File: config.mk
export PLATFORM = sky130hd
export DESIGN_NAME = secure_top_control
export DESIGN_NICKNAME = d
export VERILOG_FILES = /design/src/inc/secure_ctrl_pkg.sv /design/src/cap_field_keep.sv /design/src/secure_top_control.sv
export SDC_FILE = /design/constraint.sdc
export NUM_CORES = 1
export LEC_CHECK = 0
export BUFFER_PORTS_ARGS = -buffer_cell sky130_fd_sc_hd__buf_4
export CAP_MARGIN = 20
export CORE_AREA = 2 2 96 98
export CTS_CLUSTER_DIAMETER = 50
export DETAILED_ROUTE_END_ITERATION = 12
export DIE_AREA = 0 0 98 100
export HOLD_SLACK_MARGIN = 0.12
export PLACE_DENSITY_LB_ADDON = 0.1
export SYNTH_ARGS = -nofsm -noshare
export SYNTH_HDL_FRONTEND = slang
export SYNTH_HIERARCHICAL = 1
export SYNTH_SLANG_ARGS = --single-unit
File: constraint.sdc
create_clock -name CLK -period 3.4 [get_ports CLK]
set_input_delay 0.34 -clock CLK [delete_from_list [all_inputs] [get_ports CLK]]
set_output_delay 0.34 -clock CLK [all_outputs]
set_load 0.1 [all_outputs]
File: src/inc/secure_ctrl_pkg.sv
// Constants, field layout and carrier types of the secure top-level control block
// Overview of operation
// - 32-bit control register exists with two security states; secure accesses only.
// - Compressed-index owner bit: 0 non-secure only, 1 secure only; resets 0.
// - Config-fault override 1 moves non-secure faults bound for secure status to non-secure.
// - Override ignores common/non-secure targets; resets 0; RAZ/WI without config faults.
// - Secure performance enable 0 blocks counting of secure events; resets 0.
// - Fetch guard 1 faults secure-domain non-secure instruction fetches; resets 0.
// - Fetch fault logs to bank status inside a bank, else secure global status.
// - External-fault override 1 moves non-secure external aborts to secure status; resets 0.
// - Global-space restriction 1 admits only secure configuration accesses; resets 0.
// - Interrupt-count cap resets to implemented count; unneeded upper bits RAZ/WI.
// - Non-secure group count reported in identification equals the group cap.
// - Group cap resets to implemented groups, or 128 with extended matching.
// - Non-secure access to unimplemented groups below the group cap faults or is ignored, by choice.
// - Non-secure bank count reported equals bank cap; cap resets to implemented banks.
// - Banks below the cap hand their attribute and syndrome registers to non-secure.
// - Any bank cap change leaves wide address format of reallocated banks unknown.
// - Stalled transactions may be retried after a bank cap change.
package secure_ctrl_pkg;
	// ==========================================================
	// Register map
	localparam logic [7:0] CTRL_OFFSET = 8'h00;
	localparam logic [7:0] STATUS_OFFSET = 8'h04;
	localparam logic [7:0] ENABLE_OFFSET = 8'h08;
	localparam logic [7:0] CLEAR_OFFSET = 8'h0C;
	// ==========================================================
	// Control field positions
	localparam int COMPIDX_BIT = 29;
	localparam int CFG_OVR_BIT = 28;
	localparam int PERF_BIT = 27;
	localparam int FETCH_BIT = 26;
	localparam int EXT_OVR_BIT = 25;
	localparam int GAS_BIT = 24;
	localparam int IRQ_LSB = 16;
	localparam int GRP_LSB = 8;
	localparam int BANK_LSB = 0;
	localparam int CAP_W = 8;
	localparam logic [CAP_W-1:0] EXT_MATCH_GROUPS = 8'h80;
	// ==========================================================
	// Event bits of status, enable and clear
	localparam int EV_W = 6;
	localparam int EV_CFG_SEC = 0;
	localparam int EV_CFG_NS = 1;
	localparam int EV_EXT = 2;
	localparam int EV_FETCH = 3;
	localparam int EV_REG_NS = 4;
	localparam int EV_GROUP = 5;
	// ==========================================================
	// Carriers
	typedef struct packed {
		logic [7:0] addr;
		logic [31:0] wdata;
		logic wr;
		logic rd;
		logic secure;
	} reg_req_type;
	typedef struct packed {
		logic sec_global;
		logic ns_global;
		logic bank;
	} fault_log_type;
	typedef struct packed {
		logic compidx_owner;
		logic cfg_ovr;
		logic perf_en;
		logic fetch_guard;
		logic ext_ovr;
		logic gas;
		logic [CAP_W-1:0] irq_cap;
		logic [CAP_W-1:0] grp_cap;
		logic [CAP_W-1:0] bank_cap;
		logic [EV_W-1:0] status;
		logic [EV_W-1:0] enable;
		logic [31:0] rdata;
		logic irq;
		fault_log_type log;
		logic fetch_fault;
		logic perf_count;
		logic gas_deny;
		logic grp_fault;
		logic grp_ignore;
		logic compidx_grant;
		logic bank_ns;
		logic realloc;
	} state_type;
endpackage : secure_ctrl_pkg

File: src/cap_field_keep.sv
// Keeps only the implemented low bits of a count cap field
`timescale 1ns/100ps
module cap_field_keep
	import secure_ctrl_pkg::*;
#(
	parameter int BITS = CAP_W
)
(
	input wire logic [CAP_W-1:0] value,
	output logic [CAP_W-1:0] kept
);
	localparam logic [CAP_W:0] ONE = 9'h001;
	localparam logic [CAP_W:0] FULL = (ONE << BITS) - ONE;

	assign kept = value & FULL[CAP_W-1:0];
endmodule : cap_field_keep

File: src/secure_top_control.sv
// Secure top-level control register with fault routing, access gating and count caps
//
// Design decisions made here: the address map and strobed register access.
`timescale 1ns/100ps
module secure_top_control
	import secure_ctrl_pkg::*;
#(
	parameter logic [CAP_W-1:0] IMPL_IRQS = 8'h10,
	parameter logic [CAP_W-1:0] IMPL_GROUPS = 8'h20,
	parameter logic [CAP_W-1:0] IMPL_BANKS = 8'h10,
	parameter int IRQ_BITS = 5,
	parameter int GRP_BITS = 8,
	parameter int BANK_BITS = 5,
	parameter bit EXT_MATCH = 1'b0,
	parameter bit CFG_FAULT_GEN = 1'b1,
	parameter bit GROUP_FAULT_ON_UNIMPL = 1'b1
)
(
	input wire logic CLK,
	input wire logic RESET_N,
	input wire reg_req_type REG_REQ,
	output logic [31:0] REG_RDATA,
	output logic IRQ,
	input wire logic CFG_FAULT,
	input wire logic CFG_FAULT_NS,
	input wire logic CFG_FAULT_SECURE_REG,
	input wire logic EXT_ABORT,
	input wire logic EXT_ABORT_SECURE,
	input wire logic FETCH_VALID,
	input wire logic FETCH_SECURE_DOMAIN,
	input wire logic FETCH_NS_INSTR,
	input wire logic FETCH_IN_BANK,
	output fault_log_type FAULT_LOG,
	output logic FETCH_PERM_FAULT,
	input wire logic PERF_EVENT,
	input wire logic PERF_EVENT_SECURE,
	output logic PERF_COUNT,
	input wire logic GLOBAL_ACC,
	input wire logic GLOBAL_ACC_NS,
	output logic GLOBAL_ACC_DENY,
	input wire logic GROUP_ACC,
	input wire logic GROUP_ACC_NS,
	input wire logic [CAP_W-1:0] GROUP_ACC_INDEX,
	output logic GROUP_ACC_FAULT,
	output logic GROUP_ACC_IGNORE,
	input wire logic COMPIDX_ACC,
	input wire logic COMPIDX_ACC_NS,
	output logic COMPIDX_GRANT,
	input wire logic [CAP_W-1:0] BANK_QUERY,
	output logic BANK_QUERY_NS,
	output logic COMPIDX_OWNER_SECURE,
	output logic [CAP_W-1:0] NS_IRQ_COUNT,
	output logic [CAP_W-1:0] NS_GROUP_COUNT,
	output logic [CAP_W-1:0] NS_BANK_COUNT,
	output logic BANK_REALLOC
);
	// ==========================================================
	// State and field masking
	localparam logic [CAP_W-1:0] GRP_RESET = EXT_MATCH ? EXT_MATCH_GROUPS : IMPL_GROUPS;
	state_type s_q;
	state_type s_d;
	logic [CAP_W-1:0] irq_keep;
	logic [CAP_W-1:0] grp_keep;
	logic [CAP_W-1:0] bank_keep;
	logic [CAP_W-1:0] irq_rst;
	logic [CAP_W-1:0] grp_rst;
	logic [CAP_W-1:0] bank_rst;
	logic sec_wr;
	logic sec_rd;
	logic [EV_W-1:0] ev;
	logic [31:0] ctrl_word;

	cap_field_keep #(.BITS(IRQ_BITS)) irq_w (.value(REG_REQ.wdata[IRQ_LSB+:CAP_W]), .kept(irq_keep));
	cap_field_keep #(.BITS(GRP_BITS)) grp_w (.value(REG_REQ.wdata[GRP_LSB+:CAP_W]), .kept(grp_keep));
	cap_field_keep #(.BITS(BANK_BITS)) bank_w (.value(REG_REQ.wdata[BANK_LSB+:CAP_W]), .kept(bank_keep));
	cap_field_keep #(.BITS(IRQ_BITS)) irq_r (.value(IMPL_IRQS), .kept(irq_rst));
	cap_field_keep #(.BITS(GRP_BITS)) grp_r (.value(GRP_RESET), .kept(grp_rst));
	cap_field_keep #(.BITS(BANK_BITS)) bank_r (.value(IMPL_BANKS), .kept(bank_rst));

	// ==========================================================
	// Next state
	always_comb
	begin
		s_d = s_q;
		sec_wr = REG_REQ.wr && REG_REQ.secure;
		sec_rd = REG_REQ.rd && REG_REQ.secure;
		ev = '0;
		ctrl_word = '0;
		ctrl_word[COMPIDX_BIT] = s_q.compidx_owner;
		ctrl_word[CFG_OVR_BIT] = s_q.cfg_ovr;
		ctrl_word[PERF_BIT] = s_q.perf_en;
		ctrl_word[FETCH_BIT] = s_q.fetch_guard;
		ctrl_word[EXT_OVR_BIT] = s_q.ext_ovr;
		ctrl_word[GAS_BIT] = s_q.gas;
		ctrl_word[IRQ_LSB+:CAP_W] = s_q.irq_cap;
		ctrl_word[GRP_LSB+:CAP_W] = s_q.grp_cap;
		ctrl_word[BANK_LSB+:CAP_W] = s_q.bank_cap;
		s_d.realloc = 1'b0;
		// Register writes
		if (sec_wr && REG_REQ.addr == CTRL_OFFSET)
		begin
			s_d.compidx_owner = REG_REQ.wdata[COMPIDX_BIT];
			s_d.cfg_ovr = CFG_FAULT_GEN & REG_REQ.wdata[CFG_OVR_BIT];
			s_d.perf_en = REG_REQ.wdata[PERF_BIT];
			s_d.fetch_guard = REG_REQ.wdata[FETCH_BIT];
			s_d.ext_ovr = REG_REQ.wdata[EXT_OVR_BIT];
			s_d.gas = REG_REQ.wdata[GAS_BIT];
			s_d.irq_cap = irq_keep;
			s_d.grp_cap = grp_keep;
			s_d.bank_cap = bank_keep;
			s_d.realloc = bank_keep != s_q.bank_cap;
		end
		if (sec_wr && REG_REQ.addr == ENABLE_OFFSET)
		begin
			s_d.enable = REG_REQ.wdata[EV_W-1:0];
		end
		// Fault routing
		s_d.log = '0;
		if (CFG_FAULT)
		begin
			if (CFG_FAULT_SECURE_REG && !(CFG_FAULT_NS && s_q.cfg_ovr))
			begin
				s_d.log.sec_global = 1'b1;
				ev[EV_CFG_SEC] = 1'b1;
			end
			else
			begin
				s_d.log.ns_global = 1'b1;
				ev[EV_CFG_NS] = 1'b1;
			end
		end
		if (EXT_ABORT)
		begin
			ev[EV_EXT] = 1'b1;
			if (EXT_ABORT_SECURE || s_q.ext_ovr)
				s_d.log.sec_global = 1'b1;
			else
				s_d.log.ns_global = 1'b1;
		end
		s_d.fetch_fault = FETCH_VALID && FETCH_SECURE_DOMAIN && FETCH_NS_INSTR && s_q.fetch_guard;
		if (s_d.fetch_fault)
		begin
			ev[EV_FETCH] = 1'b1;
			if (FETCH_IN_BANK)
				s_d.log.bank = 1'b1;
			else
				s_d.log.sec_global = 1'b1;
		end
		ev[EV_REG_NS] = (REG_REQ.wr || REG_REQ.rd) && !REG_REQ.secure;
		// Gating of other accesses
		s_d.perf_count = PERF_EVENT && (!PERF_EVENT_SECURE || s_q.perf_en);
		s_d.gas_deny = GLOBAL_ACC && GLOBAL_ACC_NS && s_q.gas;
		s_d.grp_fault = 1'b0;
		s_d.grp_ignore = 1'b0;
		if (GROUP_ACC && GROUP_ACC_NS && GROUP_ACC_INDEX >= IMPL_GROUPS
			&& GROUP_ACC_INDEX < s_q.grp_cap)
		begin
			s_d.grp_fault = GROUP_FAULT_ON_UNIMPL;
			s_d.grp_ignore = !GROUP_FAULT_ON_UNIMPL;
		end
		ev[EV_GROUP] = s_d.grp_fault;
		s_d.compidx_grant = COMPIDX_ACC && (COMPIDX_ACC_NS != s_q.compidx_owner);
		s_d.bank_ns = BANK_QUERY < s_q.bank_cap;
		// Status, set wins over clear
		if (sec_wr && REG_REQ.addr == CLEAR_OFFSET)
			s_d.status = s_q.status & ~REG_REQ.wdata[EV_W-1:0];
		s_d.status = s_d.status | ev;
		s_d.irq = |(s_d.status & s_d.enable);
		// Read data, unmapped and non-secure reads give zero
		s_d.rdata = '0;
		if (sec_rd)
		begin
			case (REG_REQ.addr)
				CTRL_OFFSET: s_d.rdata = ctrl_word;
				STATUS_OFFSET: s_d.rdata[EV_W-1:0] = s_q.status;
				ENABLE_OFFSET: s_d.rdata[EV_W-1:0] = s_q.enable;
				default: s_d.rdata = '0;
			endcase
		end
		// Reset values
		if (!RESET_N)
		begin
			s_d = '0;
			s_d.irq_cap = irq_rst;
			s_d.grp_cap = grp_rst;
			s_d.bank_cap = bank_rst;
		end
	end

	always_ff @(posedge CLK)
	begin
		s_q <= s_d;
	end

	// ==========================================================
	// Outputs
	assign REG_RDATA = s_q.rdata;
	assign IRQ = s_q.irq;
	assign FAULT_LOG = s_q.log;
	assign FETCH_PERM_FAULT = s_q.fetch_fault;
	assign PERF_COUNT = s_q.perf_count;
	assign GLOBAL_ACC_DENY = s_q.gas_deny;
	assign GROUP_ACC_FAULT = s_q.grp_fault;
	assign GROUP_ACC_IGNORE = s_q.grp_ignore;
	assign COMPIDX_GRANT = s_q.compidx_grant;
	assign BANK_QUERY_NS = s_q.bank_ns;
	assign COMPIDX_OWNER_SECURE = s_q.compidx_owner;
	assign NS_IRQ_COUNT = s_q.irq_cap;
	assign NS_GROUP_COUNT = s_q.grp_cap;
	assign NS_BANK_COUNT = s_q.bank_cap;
	assign BANK_REALLOC = s_q.realloc;
endmodule : secure_top_control

==> impl_metrics.tcl, run 1 <==
set metrics [dict create \
    yosysMostFrequentCell "buf_4" \
    power_mw 2.24 \
    cts_buffer_depth 2 \
    first_global_vias 2921 \
    cp.required_ns 3.69 \
    drcViolationCount 0 \
    status "completed" \
    ys.flop_type "dfxtp_1" \
    slew_headroom 0.444 \
    avgViaCountPerCell 4.83 \
    die_x_um 98 \
    io-pin-count 147 \
    arrival_ns 2.55 \
    yosys_warnings 6 \
    period_minus_slack_ns 2.26 \
    yosys.area.top_type_share 0.272 \
    n_antenna_cell 0 \
    nets 573 \
    hold_class "input pin to flip-flop" \
    dieArea_um2 9800 \
    grt_pass1_wl_mm 14.7 \
    pre_cts_ws_ns 0.800 \
    grt.total_usage 0.191 \
    whs_ns 0.147 \
    critPathMaxFanout 17 \
    path_cells "buf_4 > or4b_1 > nor4_1 > nand3_1 > buf_4 > nor3_2 > and2_1" \
    drtAntennaViolNets 0 \
    ys_top_cells_by_count "108 x buf_4, 59 x dfxtp_1, 33 x nor2_1, 24 x edfxtp_1, 24 x mux2_2" \
    grt_overflow 0 \
    num_rows 35 \
    drive_gt1_frac 0.379 \
    cts_tree "built" \
    place_congestion 0.745 \
    insertion_delay_ns 0.36 \
    cp_common_cell "buf_4" \
    swShare 0.333 \
    max_clock_freq_ghz 0.442 \
    dieHeight_um 100 \
    p_switching_mw 0.747 \
    slew_viol_final 0 \
    crit_type "input pin to flip-flop" \
    cts_made_buffers 9 \
    drtIter0Drc 67 \
    root_buffer "clkbuf_8" \
    clock_power_share 0.288 \
    timing.final.crit_share 0.665 \
    finalSetupTns_ns 0 \
    coreArea_um2 8890 \
    grt_max_degree 35 \
    synthTopCellsByArea "dfxtp_1 27%, buf_4 19%, edfxtp_1 17%" \
    postCtsSetupRepairBufs 0 \
    route.vias.total 2884 \
    dpl.hpwl_mm 6.49 \
    tightest_slew_ns 0.829 \
    synth_area_leader_cell "dfxtp_1" \
    comb_power_share 0.230 \
    finalHoldViolCount 0 \
    syn_area_per_cell_um2 10.2 \
    cp_slowest_cell "or4b_1" \
    end_kind "flip-flop" \
    ys_types 43 \
    finalClockSkew_ns 0.0155 \
    start_kind "input pin" \
    clk_pin_slew_ns 0.09 \
    ys_async_sr_fraction 0 \
    met1_length_mm 3.95 \
    top_layer_used "met4" \
    max_stage_delay_ns 0.66 \
    synth_cells 426 \
    wirelength_mm 8.95 \
    vdd_drop_max_uv 177 \
    hold_buffers 0 \
    fin_ws_ns 1.14 \
    total_leakage_power_nw 2.30 \
    seqPwrFrac 0.482 \
    synth.yosys.seq_area_share 0.439 \
    synth_edf_count 24 \
    powerDensity_nw_per_um2 455 \
    cts_sinks 83 \
    crit_path_start "REG_REQ[41]" \
    area_growth_pct 13.6 \
    wl_met3_um 666 \
    port_buffers 136 \
    routedWlPerCell_um 15.0 \
    ctsHtreeMaxLevel 3 \
    antenna_found_initial 0 \
    hp-start "PERF_EVENT_SECURE" \
    setup_viol 0 \
    ys_ff_latch 83 \
    start_util 0.488 \
    synth_area_um2 4340 \
    drtPass1Iterations 5 \
    wl_met2_mm 4.22 \
    regToRegStartpoint "NS_GROUP_COUNT[2]" \
    rsz0062_at_grt "false" \
    drv_cap 0 \
    p_int_mw 1.50 \
    ctsResizeCount 0 \
]
## registers in the layout, indices dropped and copies added (netlist names), 3 cells and up
register,cells
ctrl_word,5
NS_IRQ_COUNT,8
FAULT_LOG,3
NS_GROUP_COUNT,8
REG_RDATA,30
NS_BANK_COUNT,8
s_q,12
## critical path, delay by kind of cell
kind,cells,cell delay (ns)
AND/OR/NAND/NOR,5,1.87
buffers and inverters,2,0.33
## layout make-up
class,count,area [µm²]
Clock buffer,11,141
Clock inverter,5,27.5
Fill cell,821,3960
Inverter,17,63.8
Multi-Input combinational cell,230,1600
Sequential cell,83,1900
Tap cell,111,139
Timing Repair Buffer,140,1050
## power groups by stage
stage	logic [mW]	clock network (mW)	registers, mW
floorplan	0.430	0	1.12
global route	0.548	0.700	1.09
detailed placement	0.515	0	1.11
finish	0.515	0.647	1.08
global placement	0.508	0	1.11
CTS	0.516	0.662	1.08
## cells by family (layout without fill, tap and decap cells)
logic type | after synthesis | after routing | synth area share
buffers and inverters | 140 | 173 | 0.215
and+or+nand+nor | 94 | 94 | 0.122
DFF | 83 | 83 | 0.439
muxes | 42 | 42 | 0.104
AOI/OAI and AO/OA | 38 | 38 | 0.0569
adders and majority gates | 14 | 14 | 0.0404
xor gates and xnor gates | 9 | 9 | 0.0182
other | 6 | 33 | 0.00519
## per-stage QoR
step | util | cell area [µm²] | instances
finish | 0.554 | 4930 | 597
global route | 0.554 | 4930 | 597
CTS | 0.554 | 4930 | 597
detailed placement | 0.535 | 4760 | 581
global placement | 0.535 | 4760 | 581
floorplan | - | 4440 | 453
## final timing paths
path,cells after the start,endpoint,slack (ns)
setup reg to reg,8,IRQ,1.44
hold reg to reg,1,REG_RDATA[18],0.47
setup / recovery,7,REG_RDATA[17],1.14
hold / removal,2,PERF_COUNT,0.15
## per-layer routing
layer	GRT usage	up-vias
met1	0.239	1361
met4	0.0726	0
met2	0.317	98
met5	0	-
met3	0.0522	11
li1	-	1414
## placed cells by master (no fill, tap or decap), types with 10 or more instances in the layout
cell type	Yosys	final
mux2i_1	18	18
ha_1	14	14
and2_1	17	17
inv_1	16	16
nor2_1	33	33
dfxtp_1	59	59
conb_1	6	33
mux2_2	24	24
a21oi_1	16	16
edfxtp_1	24	24
nor4_1	13	13
buf_4	108	140
clkbuf_8	0	10
Power figures use the tool's default switching activity.
==> run 2, diff against run 1 <==
==> constraint.sdc (replaced) <==
create_clock -name CLK -period 2.2 [get_ports CLK]
set_input_delay 0.22 -clock CLK [delete_from_list [all_inputs] [get_ports CLK]]
set_output_delay 0.22 -clock CLK [all_outputs]
set_load 0.1 [all_outputs]
==> impl_metrics.tcl, run 2 (same netlist as run 1, synthesis figures left out) <==
set metrics [dict create \
    status "completed" \
    nets 592 \
    crit_buf_inv 1 \
    antenna_found_initial 0 \
    wirelength_mm 8.76 \
    grt_overflow 0 \
    drv_cap 0 \
    die_x_um 98 \
    io-pin-count 147 \
    pre_cts_ws_ns -0.0995 \
    insertion_delay_ns 0.35 \
    area_growth_pct 19.6 \
    drtPass1Iterations 4 \
    setup_viol 0 \
    finalClockSkew_ns 0.00686 \
    finalHoldViolCount 0 \
    grt_max_degree 35 \
    place_congestion 0.798 \
    ctsResizeCount 0 \
    max_clock_freq_ghz 0.493 \
    dieHeight_um 100 \
    dpl.hpwl_mm 6.56 \
    num_rows 35 \
    cp.required_ns 2.49 \
    hold_class "input pin to flip-flop" \
    worst_path_dominant_cell_family "compound AO/OA/AOI/OAI gates" \
    drive_gt1_frac 0.380 \
    period_minus_slack_ns 2.03 \
    avgViaCountPerCell 4.62 \
    timing.final.crit_share 0.922 \
    final_common_cell "buf_4" \
    cts_buffer_depth 2 \
    dieArea_um2 9800 \
    root_buffer "clkbuf_8" \
    cts_tree "built" \
    rsz0062_at_grt "false" \
    slew_viol_final 0 \
    coreArea_um2 8890 \
    clk_pin_slew_ns 0.08 \
    ctsHtreeMaxLevel 3 \
    arrival_ns 2.32 \
    vdd_drop_max_uv 362 \
    start_kind "flip-flop" \
    fin_ws_ns 0.171 \
    powerDensity_nw_per_um2 721 \
    cp_slowest_cell "a2111o_1" \
    total_leakage_power_nw 2.41 \
    grt_pass1_wl_mm 14.1 \
    route.vias.total 2848 \
    grt.total_usage 0.182 \
    final_cell_mix "147 x buf_4, 59 x dfxtp_1, 33 x nor2_1, 33 x conb_1" \
    start_util 0.488 \
    max_stage_delay_ns 0.40 \
    drcViolationCount 0 \
    cts_sinks 83 \
    largest_reg_flops 30 \
    finish.instance_area_um2 5180 \
    drtAntennaViolNets 0 \
    path_cells "inv_1 > ha_1 > a21o_1 > a31oi_1 > o21ai_0 > a2111o_1 > a21oi_1 > o31a_1" \
    first_global_vias 2886 \
    crit_type "flip-flop to flip-flop" \
    port_buffers 136 \
    n_antenna_cell 0 \
    critPathMaxFanout 2 \
    drtIter0Drc 69 \
    end_kind "flip-flop" \
    routedWlPerCell_um 14.2 \
    dpl-instance-area_um2 4860 \
    cts_made_buffers 9 \
]
## run 2: cell count changes in the layout (fill, tap and decap cells not counted), sizes merged
cell | previous run | this run
dlygate4sd3 | 0 | 10
buf | 140 | 149
bufinv | 0 | 2
clkinv | 4 | 2
clkbuf | 11 | 12
inv | 18 | 17
## run 2: worst paths after layout
check | startpoint | endpoint | cells after the start | slack [ns]
setup / recovery | NS_GROUP_COUNT[2] | IRQ | 8 | 0.17
hold / removal | EXT_ABORT | s_q[52] | 3 | 0.14
setup reg to reg | NS_GROUP_COUNT[2] | IRQ | 8 | 0.17
hold reg to reg | ctrl_word[27] | REG_RDATA[27] | 2 | 0.47
## run 2: per-stage QoR
stage / instances / hold slack, ns / total power [mW] / setup TNS, ns / util
3_5_place_dp: 590 / 0.408 / 2.52 / -0.0995 / 0.546
5_1_grt: 616 / 0.151 / 3.89 / 0 / 0.583
2_1_floorplan: 453 / 0.312 / 2.39 / 0 / -
3_3_place_gp: 590 / 0.398 / 2.51 / -0.0641 / 0.546
4_1_cts: 616 / 0.130 / 3.77 / 0 / 0.583
6_report: 616 / 0.138 / 3.74 / 0 / 0.583
## run 2: worst register-to-register path: stages (launching register included)
cell	delay, ns
edfxtp_1	0.39
inv_1	0.10
ha_1	0.24
a21o_1	0.16
a31oi_1	0.22
o21ai_0	0.18
a2111o_1	0.40
a21oi_1	0.15
o31a_1	0.14
## run 2: power breakdown
group	internal [mW]	leakage (nW)	total, mW	switching (mW)
combinational	0.259	1.59	0.822	0.563
clock	0.707	0.114	1.24	0.537
sequential	1.64	0.712	1.67	0.0384
total	2.60	2.41	3.74	1.14
## run 2: what timing repair did
item | in CTS | in global routing
hold endpoints to repair | 9 | 0
hold buffers | 10 | 0
endpoints found under the setup margin | 0 | 0
buffers inserted | 0 | 0
## run 2: routing by layer
metal | share of wire | GRT usage
met4 | 0.021 | 0.0759
met5 | 0 | 0
met2 | 0.47 | 0.302
met3 | 0.054 | 0.0369
met1 | 0.45 | 0.234
## run 2: cell type report
cell class / instances / area [µm²]
clock inverters: 4 / 70.1
flip-flops and latches: 83 / 1900
well taps: 111 / 139
inverters: 17 / 63.8
clock buffers: 12 / 156
repair buffers: 159 / 1240
multi-input cells: 230 / 1610
fillers: 815 / 3710
==> run 3, diff against run 2 <==
--- a/config.mk
+++ b/config.mk
@@ -11,8 +11,10 @@
 export CTS_CLUSTER_DIAMETER = 50
 export DETAILED_ROUTE_END_ITERATION = 12
 export DIE_AREA = 0 0 98 100
+export GPL_TIMING_DRIVEN = 0
 export HOLD_SLACK_MARGIN = 0.12
 export PLACE_DENSITY_LB_ADDON = 0.1
+export REMOVE_ABC_BUFFERS = 1
 export SYNTH_ARGS = -nofsm -noshare
 export SYNTH_HDL_FRONTEND = slang
 export SYNTH_HIERARCHICAL = 1
==> impl_metrics.tcl, run 3 (same netlist as run 1, synthesis figures left out) <==
set metrics [dict create \
    max_clock_freq_ghz 0.471 \
    critPathMaxFanout 24 \
    cts_tree "built" \
    vdd_drop_max_uv 357 \
    final_cell_mix "141 x buf_4, 59 x dfxtp_1, 33 x nor2_1, 33 x conb_1" \
    drtIter0Drc 65 \
    grt_max_degree 35 \
    total_leakage_power_nw 2.37 \
    start_kind "input pin" \
    dpl.hpwl_mm 6.14 \
    insertion_delay_ns 0.36 \
    dpl-instance-area_um2 4730 \
    grt_pass1_wl_mm 13.9 \
    coreArea_um2 8890 \
    max_stage_delay_ns 0.84 \
    wirelength_mm 8.75 \
    dieHeight_um 100 \
    hold_class "input pin to flip-flop" \
    cts_buffer_depth 2 \
    status "completed" \
    rsz0062_at_grt "false" \
    setup_viol 0 \
    timing.final.crit_share 0.965 \
    path_cells "buf_4 > or4b_1 > or4_1 > nand2_8" \
    finalSetupTns_ns 0 \
    arrival_ns 2.16 \
    finalClockSkew_ns 0.0162 \
    drive_gt1_frac 0.376 \
    slew_headroom 0.497 \
    powerDensity_nw_per_um2 727 \
    finalHoldViolCount 0 \
    first_global_vias 2861 \
    cts_sinks 83 \
    die_x_um 98 \
    slew_viol_final 0 \
    nets 585 \
    period_minus_slack_ns 2.12 \
    start_util 0.488 \
    n_antenna_cell 0 \
    tightest_slew_ns 0.754 \
    drv_cap 0 \
    grt_overflow 0 \
    final_common_cell "buf_4" \
    dieArea_um2 9800 \
    routedWlPerCell_um 14.4 \
    end_kind "flip-flop" \
    crit_type "input pin to flip-flop" \
    avgViaCountPerCell 4.77 \
    drtPass1Iterations 4 \
    finish.instance_area_um2 5130 \
    num_rows 35 \
    io-pin-count 147 \
    ctsHtreeMaxLevel 3 \
    cp.required_ns 2.24 \
    cts_made_buffers 9 \
    clk_pin_slew_ns 0.09 \
    cp_slowest_cell "or4_1" \
    antenna_found_initial 0 \
    place_congestion 0.778 \
    num-fill-cells 794 \
    drcViolationCount 0 \
    drtAntennaViolNets 0 \
    regArea_um2 1900 \
    grt.total_usage 0.183 \
    area_growth_pct 18.3 \
    port_buffers 136 \
    route.vias.total 2903 \
    multi_input_area_um2 1630 \
    whs_ns 0.161 \
    root_buffer "clkbuf_8" \
    largest_reg_flops 30 \
]
==> run 3: worst paths after layout <==
kind,from,endpoint,slack [ns],cells after the start
hold / removal,REG_REQ[21],NS_IRQ_COUNT[2],0.16,2
hold reg to reg,NS_IRQ_COUNT[3],REG_RDATA[19],0.48,1
setup reg to reg,NS_GROUP_COUNT[2],IRQ,0.27,8
setup / recovery,REG_REQ[41],NS_GROUP_COUNT[1],0.08,4
==> run 3: power breakdown <==
group / total [mW] / leakage [nW] / switching, mW / internal [mW]
sequential: 1.67 / 0.712 / 0.0371 / 1.64
combinational: 0.808 / 1.55 / 0.558 / 0.250
clock: 1.25 / 0.107 / 0.591 / 0.656
total: 3.73 / 2.37 / 1.19 / 2.54
==> run 3: what timing repair did <==
item                                   in CTS  in global routing
gates resized for setup                     5                  0
endpoints found under the hold margin      10                  0
gates cloned                                0                  0
pin swaps                                   1                  1
setup buffers                               2                  3
hold buffers                               11                  0
setup endpoints to repair                  38                  1
==> run 3: per-layer routing <==
layer | global-route usage | wire length, µm
met5 | 0 | 0
met4 | 0.0641 | 116
met3 | 0.0585 | 596
met2 | 0.309 | 4360
met1 | 0.220 | 3680
==> run 3: area by class of cell <==
| type | instances | area share |
|---|---|---|
| tap | 111 | 0.0271 |
| clock inverter | 6 | 0.0190 |
| clock buffer | 10 | 0.0249 |
| timing repair buffer | 152 | 0.228 |
| sequential | 83 | 0.371 |
| inverter | 17 | 0.0124 |
| multi-input combinational | 230 | 0.318 |
==> run 3: worst max-delay path, delay by kind of cell <==
kind	cells	cell delay [ns]
buf+inv	1	0.10
simple gates	3	1.82
==> run 3: per-stage QoR <==
step / power [mW] / setup WS (ns) / std cells / utilization
2_1_floorplan: 2.25 / -0.334 / 330 / -
3_3_place_gp: 2.49 / -0.924 / 577 / 0.532
3_5_place_dp: 2.50 / -0.968 / 577 / 0.532
4_1_cts: 3.76 / 0.0414 / 606 / 0.574
5_1_grt: 3.89 / 0.0155 / 609 / 0.577
6_report: 3.73 / 0.0761 / 609 / 0.577
